`src/shared/raf_pkg.sv`:
```
/*
 Package for the receive address filter register block: offsets, field
 positions, reset values and CRC constants.
 Assumes byte addresses on a plain 8-bit register port with 32-bit data.
*/
package raf_pkg;
    localparam int unsigned RAF_AW = 8;
    localparam logic [7:0] RAF_OFS_STA_LOW = 8'hA4;
    localparam logic [7:0] RAF_OFS_STA_HIGH = 8'hA8;
    localparam logic [7:0] RAF_OFS_GRP_LOW = 8'hAC;
    localparam logic [7:0] RAF_OFS_GRP_HIGH = 8'hB0;
    localparam logic [7:0] RAF_OFS_IND_LOW = 8'hB4;
    localparam logic [7:0] RAF_OFS_IND_HIGH = 8'hB8;
    localparam logic [7:0] RAF_OFS_MODE = 8'hFC;
    // Mode register fields
    localparam int unsigned RAF_BIT_SPEED = 31;
    localparam int unsigned RAF_BIT_DUPLEX = 30;
    localparam int unsigned RAF_BIT_LINK = 29;
    localparam int unsigned RAF_BIT_RELOAD = 26;
    localparam logic [2:0] RAF_MODE_SINGLE = 3'h7;
    localparam logic [2:0] RAF_MODE_MAC_ONLY = 3'h4;
    localparam logic [2:0] RAF_RX_STOPPED = 3'h0;
    localparam logic [31:0] RAF_HASH_RESET = 32'h0000_0000;
    localparam logic [47:0] RAF_STA_RESET = 48'h0000_0000_0000;
    // CRC-32 in reflected form, seed all ones
    localparam logic [31:0] RAF_CRC_POLY = 32'hEDB8_8320;
    localparam logic [31:0] RAF_CRC_SEED = 32'hFFFF_FFFF;
endpackage

```
`src/logic/raf_hash_lookup.sv`:
```
/*
 Hash lookup: CRC-32 over a 48-bit destination address and selection of one
 bit of a 64-bit table. Purely combinational.
 Assumes the address arrives in wire order, byte 0 in bits 7:0.
*/
`timescale 1ns/1ps
module raf_hash_lookup
    import raf_pkg::*;
(
    input wire logic [47:0] dest_addr,
    input wire logic [31:0] table_low,
    input wire logic [31:0] table_high,
    output logic [5:0] hash_index,
    output logic hash_hit
);
    ////////////////////////////////////////////////////////////////////////
    // CRC over the six address bytes, least significant bit first
    function automatic logic [31:0] raf_crc48(input logic [47:0] d);
        logic [31:0] c;
        c = RAF_CRC_SEED;
        for (int i = 0; i < 48; i++)
        begin
            if (c[0] ^ d[i])
                c = (c >> 1) ^ RAF_CRC_POLY;
            else
                c = c >> 1;
        end
        return c;
    endfunction

    logic [31:0] crc;

    // Low six bits pick the entry; bit 5 picks the word, 4:0 the bit
    always_comb
    begin
        crc = raf_crc48(dest_addr);
        hash_index = crc[5:0];
        if (crc[5])
            hash_hit = table_high[crc[4:0]];
        else
            hash_hit = table_low[crc[4:0]];
    end
endmodule

```
`src/logic/raf_regs.sv`:
```
/*
 Receive address filter and operating mode registers.
 Holds the six-byte station address, the group and the individual hash
 tables of 64 bits each, and the operating mode register with its link
 status bits, its reload request and its mode field. Answers the hash
 lookup for the destination address of the frame being filtered, for both
 tables at once.
 Read data are zero in every cycle but the one after a read strobe, so an
 idle port shows zero.
 Assumes a plain register port (address, write data, write and read strobe,
 read data one cycle later), the receive state from the receive process, a
 configuration-memory reader that supplies the station address, and link
 status from the PHY side, all synchronous to clk.
 Assumes that software stops the receiver before it rewrites the station
 address or the group table; a write made while the receiver runs completes
 on the bus and changes nothing.
 Assumes that the configuration-memory reader pulses cfg_load_valid once for
 each load and cfg_reload_done once when a requested reload has finished,
 and that it starts a reload on the cfg_reload_start pulse.
 Assumes that whoever uses the filter decisions samples them while the
 destination address stands; they are not registered here.
*/
// Design decision made here: the address-and-strobe port.
// Contract
// - Station address loads from configuration memory, not from fixed constants.
// - Low register bytes 0..3 ascending; high register bytes 4,5; rest reserved.
// - Station address always readable; writes only while receive state is stopped.
// - Multicast hash always readable; writes only while receive state is stopped.
// - CRC-32 over destination address; low six bits select one of 64.
// - CRC bit 5 selects upper or lower hash word.
// - CRC bits 4:0 select bit within the chosen word.
// - Multicast hash low holds bits 31:0, high 63:32, reset zero.
// - Unicast hash uses two words, reset zero, same CRC selection.
// - Mode bit 31 reads speed, 1 means 100 Mb/s, reset zero.
// - Mode bit 30 reads duplex, 1 means full, reset zero.
// - Writing 1 to bit 26 starts reload; clears when reload finishes.
// - Mode field bits 2:0 resets to 111b, single chip with internal PHY.
`timescale 1ns/1ps
module raf_regs
    import raf_pkg::*;
#(
    parameter int unsigned ADDR_W = RAF_AW
)
(
    input wire logic clk,
    input wire logic resetn,
    // Register port
    input wire logic [ADDR_W-1:0] reg_addr,
    input wire logic [31:0] reg_wdata,
    input wire logic reg_write,
    input wire logic reg_read,
    output logic [31:0] reg_rdata,
    // Receive process state field of the process status word
    input wire logic [2:0] rx_state,
    // Configuration memory reader
    input wire logic cfg_load_valid,
    input wire logic [47:0] cfg_station_addr,
    input wire logic cfg_reload_done,
    output logic cfg_reload_start,
    // Link status from the PHY side
    input wire logic phy_speed_100,
    input wire logic phy_full_duplex,
    input wire logic phy_link_up,
    // Frame being filtered
    input wire logic [47:0] frame_dest_addr,
    output logic group_pass,
    output logic individual_pass,
    output logic [5:0] frame_hash_index,
    // Operating mode and station address outputs
    output logic [2:0] operating_mode_field,
    output logic mac_only_mode,
    output logic diag_mode,
    output logic [47:0] station_address
);
    ////////////////////////////////////////////////////////////////////////
    // State

    // Every register of the block in one record; the next-state process fills a
    // copy of it and the state register loads the copy on each edge
    typedef struct packed {
        logic [47:0] station;
        logic [31:0] grp_low;
        logic [31:0] grp_high;
        logic [31:0] ind_low;
        logic [31:0] ind_high;
        logic speed;
        logic duplex;
        logic link;
        logic reload;
        logic reload_start;
        logic [2:0] mode;
        logic [31:0] rdata;
    } raf_state_s;

    raf_state_s state_reg;
    raf_state_s state_next;

    // Receive-state gate and per-register write strobes
    logic rx_stopped;
    logic wr_sta_low;
    logic wr_sta_high;
    logic wr_grp_low;
    logic wr_grp_high;
    logic wr_ind_low;
    logic wr_ind_high;
    logic wr_mode;

    // Results of the two table lookups
    logic grp_hit;
    logic ind_hit;
    logic [5:0] grp_index;

    ////////////////////////////////////////////////////////////////////////
    // Address decode

    // Full-width offset compare, shared by the write strobes and the read multiplexer
    function automatic logic raf_hit(input logic [ADDR_W-1:0] a, input logic [7:0] ofs);
        return a == ADDR_W'(ofs);
    endfunction

    // Mode register image; reserved bits 28:27 and 25:3 read zero
    function automatic logic [31:0] raf_mode_word(
        input logic speed,
        input logic duplex,
        input logic link,
        input logic reload,
        input logic [2:0] mode
    );
        logic [31:0] w;
        w = 32'h0000_0000;
        w[RAF_BIT_SPEED] = speed;
        w[RAF_BIT_DUPLEX] = duplex;
        w[RAF_BIT_LINK] = link;
        w[RAF_BIT_RELOAD] = reload;
        w[2:0] = mode;
        return w;
    endfunction

    // Write strobes per register
    // The receive-state gate is applied where the registers load, not here
    assign rx_stopped = (rx_state == RAF_RX_STOPPED);
    assign wr_sta_low = reg_write && raf_hit(reg_addr, RAF_OFS_STA_LOW);
    assign wr_sta_high = reg_write && raf_hit(reg_addr, RAF_OFS_STA_HIGH);
    assign wr_grp_low = reg_write && raf_hit(reg_addr, RAF_OFS_GRP_LOW);
    assign wr_grp_high = reg_write && raf_hit(reg_addr, RAF_OFS_GRP_HIGH);
    assign wr_ind_low = reg_write && raf_hit(reg_addr, RAF_OFS_IND_LOW);
    assign wr_ind_high = reg_write && raf_hit(reg_addr, RAF_OFS_IND_HIGH);
    assign wr_mode = reg_write && raf_hit(reg_addr, RAF_OFS_MODE);

    ////////////////////////////////////////////////////////////////////////
    // Hash lookups, one per table

    // Both lookups run the same CRC over the same address, so only the group
    // lookup's index is brought out; the individual one is left open
    raf_hash_lookup u_group
    (
        .dest_addr(frame_dest_addr),
        .table_low(state_reg.grp_low),
        .table_high(state_reg.grp_high),
        .hash_index(grp_index),
        .hash_hit(grp_hit)
    );

    raf_hash_lookup u_individual
    (
        .dest_addr(frame_dest_addr),
        .table_low(state_reg.ind_low),
        .table_high(state_reg.ind_high),
        .hash_index(),
        .hash_hit(ind_hit)
    );

    ////////////////////////////////////////////////////////////////////////
    // Next state

    always_comb
    begin
        // Hold every register unless a case below changes it; the start is a pulse
        state_next = state_reg;
        state_next.reload_start = 1'b0;

        // Status sampled every cycle
        // The PHY side runs on clk, so one register stage is the whole delay
        state_next.speed = phy_speed_100;
        state_next.duplex = phy_full_duplex;
        state_next.link = phy_link_up;

        // Station address, software writes gated by stopped receiver
        // The receive process compares frames against it while running, so a write
        // made then completes on the bus and is simply dropped
        if (wr_sta_low && rx_stopped)
        begin
            state_next.station[31:0] = reg_wdata;
        end
        if (wr_sta_high && rx_stopped)
        begin
            state_next.station[47:32] = reg_wdata[15:0];
        end
        // Memory load wins over a software write in the same cycle
        if (cfg_load_valid)
        begin
            state_next.station = cfg_station_addr;
        end

        // Multicast hash table, writes gated by stopped receiver
        // The receive process reads this table while running; same gate as above
        if (wr_grp_low && rx_stopped)
        begin
            state_next.grp_low = reg_wdata;
        end
        if (wr_grp_high && rx_stopped)
        begin
            state_next.grp_high = reg_wdata;
        end

        // Unicast hash table
        // Not gated: the individual table may be rewritten while frames arrive
        if (wr_ind_low)
        begin
            state_next.ind_low = reg_wdata;
        end
        if (wr_ind_high)
        begin
            state_next.ind_high = reg_wdata;
        end

        // Mode register: field and reload request
        // A request made while a reload runs is dropped, so the reader never sees a
        // second start in the middle of its transfer; the flag stays set until done
        if (wr_mode)
        begin
            // Any code is stored; codes other than the two normal ones select diagnostics
            state_next.mode = reg_wdata[2:0];
            if (reg_wdata[RAF_BIT_RELOAD] && !state_reg.reload)
            begin
                state_next.reload = 1'b1;
                state_next.reload_start = 1'b1;
            end
        end
        // Reload bit clears itself when the reader reports completion
        if (cfg_reload_done && state_reg.reload)
        begin
            state_next.reload = 1'b0;
        end

        // Read data, registered so that it stands only in the cycle after the strobe;
        // unmapped offsets and idle cycles read zero
        state_next.rdata = 32'h0000_0000;
        if (reg_read)
        begin
            unique case (1'b1)
                raf_hit(reg_addr, RAF_OFS_STA_LOW):
                begin
                    state_next.rdata = state_reg.station[31:0];
                end
                raf_hit(reg_addr, RAF_OFS_STA_HIGH):
                begin
                    // Reserved upper half reads zero
                    state_next.rdata = {16'h0000, state_reg.station[47:32]};
                end
                raf_hit(reg_addr, RAF_OFS_GRP_LOW):
                begin
                    state_next.rdata = state_reg.grp_low;
                end
                raf_hit(reg_addr, RAF_OFS_GRP_HIGH):
                begin
                    state_next.rdata = state_reg.grp_high;
                end
                raf_hit(reg_addr, RAF_OFS_IND_LOW):
                begin
                    state_next.rdata = state_reg.ind_low;
                end
                raf_hit(reg_addr, RAF_OFS_IND_HIGH):
                begin
                    state_next.rdata = state_reg.ind_high;
                end
                raf_hit(reg_addr, RAF_OFS_MODE):
                begin
                    // Status bits are read-only; a write to them is dropped
                    state_next.rdata = raf_mode_word(state_reg.speed, state_reg.duplex,
                        state_reg.link, state_reg.reload, state_reg.mode);
                end
                default:
                begin
                    // Unmapped offset
                    state_next.rdata = 32'h0000_0000;
                end
            endcase
        end
    end

    ////////////////////////////////////////////////////////////////////////
    // State register

    // Asynchronous reset loads constants only, so no input reaches a flop
    // through the reset branch
    always_ff @(posedge clk or negedge resetn)
    begin
        if (!resetn)
        begin
            // Station address stays zero until the first load or a software write while stopped
            state_reg.station <= RAF_STA_RESET;
            // Both hash tables empty
            state_reg.grp_low <= RAF_HASH_RESET;
            state_reg.grp_high <= RAF_HASH_RESET;
            state_reg.ind_low <= RAF_HASH_RESET;
            state_reg.ind_high <= RAF_HASH_RESET;
            // Status clear, no reload pending, single-chip mode
            state_reg.speed <= 1'b0;
            state_reg.duplex <= 1'b0;
            state_reg.link <= 1'b0;
            state_reg.reload <= 1'b0;
            state_reg.reload_start <= 1'b0;
            state_reg.mode <= RAF_MODE_SINGLE;
            state_reg.rdata <= 32'h0000_0000;
        end
        else
        begin
            state_reg <= state_next;
        end
    end

    ////////////////////////////////////////////////////////////////////////
    // Outputs

    // Register-driven data
    assign reg_rdata = state_reg.rdata;
    assign cfg_reload_start = state_reg.reload_start;
    assign station_address = state_reg.station;
    assign operating_mode_field = state_reg.mode;

    // Mode decode for the pin multiplexer and the diagnostic paths
    assign mac_only_mode = (state_reg.mode == RAF_MODE_MAC_ONLY);
    assign diag_mode = !mac_only_mode && (state_reg.mode != RAF_MODE_SINGLE);

    // Filter decisions follow the tables and the frame address with no register;
    // the index is the group lookup's, identical for both tables
    assign group_pass = grp_hit;
    assign individual_pass = ind_hit;
    assign frame_hash_index = grp_index;
endmodule

```
`config.mk`:
```
export PLATFORM = sky130hd
export DESIGN_NAME = raf_regs
export DESIGN_NICKNAME = d
export VERILOG_FILES = /design/src/shared/raf_pkg.sv /design/src/logic/raf_hash_lookup.sv /design/src/logic/raf_regs.sv
export SDC_FILE = /design/constraint.sdc
export NUM_CORES = 1
export LEC_CHECK = 0
export ABC_AREA = 0
export BUFFER_PORTS_ARGS = -buffer_cell sky130_fd_sc_hd__buf_2
export CAP_MARGIN = 15
export CORE_UTILIZATION = 30
export CTS_CLUSTER_SIZE = 20
export DETAILED_ROUTE_END_ITERATION = 16
export PLACE_DENSITY_LB_ADDON = 0.05
export SYNTH_ARGS = -nofsm -noshare
export SYNTH_HDL_FRONTEND = slang
export SYNTH_SLANG_ARGS = --single-unit
export TNS_END_PERCENT = 50
```
`constraint.sdc`:
```
create_clock -name clk -period 9.2 [get_ports clk]
set_clock_uncertainty 0.1 [all_clocks]
set_input_delay 0.46 -clock clk [delete_from_list [all_inputs] [get_ports clk]]
set_output_delay 0.46 -clock clk [all_outputs]
set_load 0.05 [all_outputs]
```
==> flow_summary.toml <==
[synth]
synth_area_leaders = "dfrtp_1, mux2_2, mux2i_1"
synth_top_family_by_area = "multiplexers"
synth_area_per_cell_um2 = 12.2
synth_edf_count = 0
synth_adder_area_share_pct = 0
async_reset_ff_share_pct = 100
synth_top_area_share_pct = 40.4
synth-seq-cells = 216
synth_xor_area_share_pct = 16.7
synth_nets = 1226
synthFlopType = "dfrtp_1"
synth_compound_area_share_pct = 7.61
synth_cells = 1078
synth_seq_area_share_pct = 41.0
synth_cell_type_count = 44
synthMuxAreaShare_pct = 23.5
yosys_warnings = 0
syn_area_um2 = 13200
synthSimpleGateAreaFrac_pct = 4.08
synth_top_area_cell = "dfrtp_1"

[layout]
layout_common_cells = "buf_2, dfrtp_1, mux2_2, xnor2_1, mux2i_1"
largest_register_ffs = 132
area_growth_pct = 19.4
diodes = 0
multiInputGateArea_um2 = 6910
fin_nets = 1405
seq_area_um2 = 5410
layout_commonest_cell = "buf_2"
drive_above_1_share_pct = 38.9
nFillCells = 4343

[detailed_routing]
vias = 8949
wl_met3_um = 1560
dr_wl_met2_um = 19600
ant_nets = 0
post_drt_wl_per_cell_um = 21.9
top_layer_used = "met4"
wl_um = 40900
drtPass1Iterations = 4
drt_iter0_drc = 489
wl_met1_um = 18900
post-route-drc-count = 0
post_drt_via_cell_ratio = 4.80

[sta]
rsz0062_at_grt = "false"
hold_viol = 0
worst_pin_slew_ps = 1100
period_needed_ps = 6510
min_period_over_period_pct = 70.7
fin_hold_ws_ps = 27.0
maxSlewViolCount = 0
tns_ps = 0
maxSlewHeadroom_pct = 26.4
fmax_ghz = 0.154
setup_violations = 0

[die]
die_y_um = 212
die_x_um = 212
row_count = 76
core_um2 = 43300
design.die.area_um2 = 44800
initial_utilization_pct = 30.5
io_pins = 242

[grt]
first_global_vias = 9624
grt_usage_pct = 18.5
grt_pass1_wl_um = 62000
antenna_found_initial = 0
grt_max_degree = 97
grt_overflow_total = 0

[clock_tree]
cts_tree = "done"
cts.clk_slew.worst_paths_ps = 60
clkSinkCount = 216
h-tree-depth = 1
cts_setup_buffers = 0
clkLatencyLatePin_ps = 570
numCtsBuffers = 28
clockBufferDepth = 3
root_buffer = "clkbuf_16"

[run]
maxCapViolCount = 0

[status]
outcome = "completed"

[hold_path]
hold_path_class = "input pin to flip-flop"

[critical_path]
endpoint_kind = "primary output"
cp-start-kind = "input pin"
crit_type = "input pin to primary output"
worstPathArrival_ps = 5950
crit_fanout = 18
cp.required_ps = 8640

[placement]
place_congestion = 0.767
hpwlAfterDp_um = 27900
port_buffers = 240
per-stage QoR:
step | worst slack [ps] | util [%] | cell area [um^2] | std cells
floorplan | 4070 | - | 13200 | 1078
global placement | 2630 | 33.3 | 14400 | 1769
detailed placement | 2630 | 33.3 | 14400 | 1769
CTS | 2600 | 36.4 | 15700 | 1862
global route | 2280 | 36.4 | 15800 | 1864
finish | 2690 | 36.4 | 15800 | 1864
critical path, stage by stage:
cell and delay (ps):
buf_2 180, xnor2_1 350, xnor3_1 550, xor2_1 360
xnor2_1 140, xnor2_1 370, xnor3_1 560, xnor2_4 820
mux4_2 610, a22o_1 250, a221oi_1 580, mux2i_1 160
mux2_2 300, buf_2 220
repair_timing:
| action | 4_1_cts | 5_1_grt |
|---|---|---|
| hold endpoints to repair | 126 | 0 |
| resized for setup | 0 | 0 |
| hold buffers | 41 | 0 |
| endpoints found under the setup margin | 0 | 0 |
metal layers:
layer	GRT usage (%)	vias to the layer above
met5	0	-
met4	4.07	0
met3	2.58	41
met2	31.0	204
met1	25.3	4557
li1	-	4147
Yosys cell counts, types with 4 or more instances:
| library cell | number |
|---|---|
| xnor3_1 | 29 |
| xor2_1 | 28 |
| nand2_1 | 80 |
| a22o_1 | 8 |
| buf_1 | 15 |
| xor3_1 | 5 |
| mux2i_1 | 88 |
| xnor2_2 | 8 |
| xnor2_1 | 92 |
| nor2_1 | 29 |
| mux4_2 | 31 |
| a21oi_1 | 32 |
| dfrtp_1 | 213 |
| mux2_2 | 133 |
| a22oi_1 | 16 |
| xnor3_2 | 4 |
| o21ai_0 | 56 |
| buf_2 | 6 |
| buf_4 | 91 |
| clkbuf_1 | 36 |
| a221oi_1 | 40 |
layout make-up:
cell class                      instances  area share (%)
Clock buffer                           42            5.23
Clock inverter                         10           0.707
Inverter                                3          0.0715
Multi-Input combinational cell        709            43.8
Sequential cell                       216            34.3
Tap cell                              585            4.65
Timing Repair Buffer                  299            11.2
worst paths after layout:
check	start	endpoint	slack, ps	cells past startpoint
max reg2reg	state_reg[136]	reg_rdata[0]	7830	4
min	cfg_station_addr[31]	station_address[31]	30	3
max	frame_dest_addr[2]	group_pass	2690	14
max in group asynchronous	resetn	state_reg[102]	7140	3
min reg2reg	state_reg[167]	state_reg[167]	430	1
min in group asynchronous	resetn	station_address[26]	420	2
kinds of logic after synthesis:
logic type             after synthesis
AO/OA/AOI/OAI                      155
XOR/XNOR                           172
buffers and inverters              153
flip-flops                         216
multiplexers                       253
AND/OR/NAND/NOR                    129
Power is not shown: default switching activity piles up to over one toggle a cycle in this logic, so the estimate is an artifact.
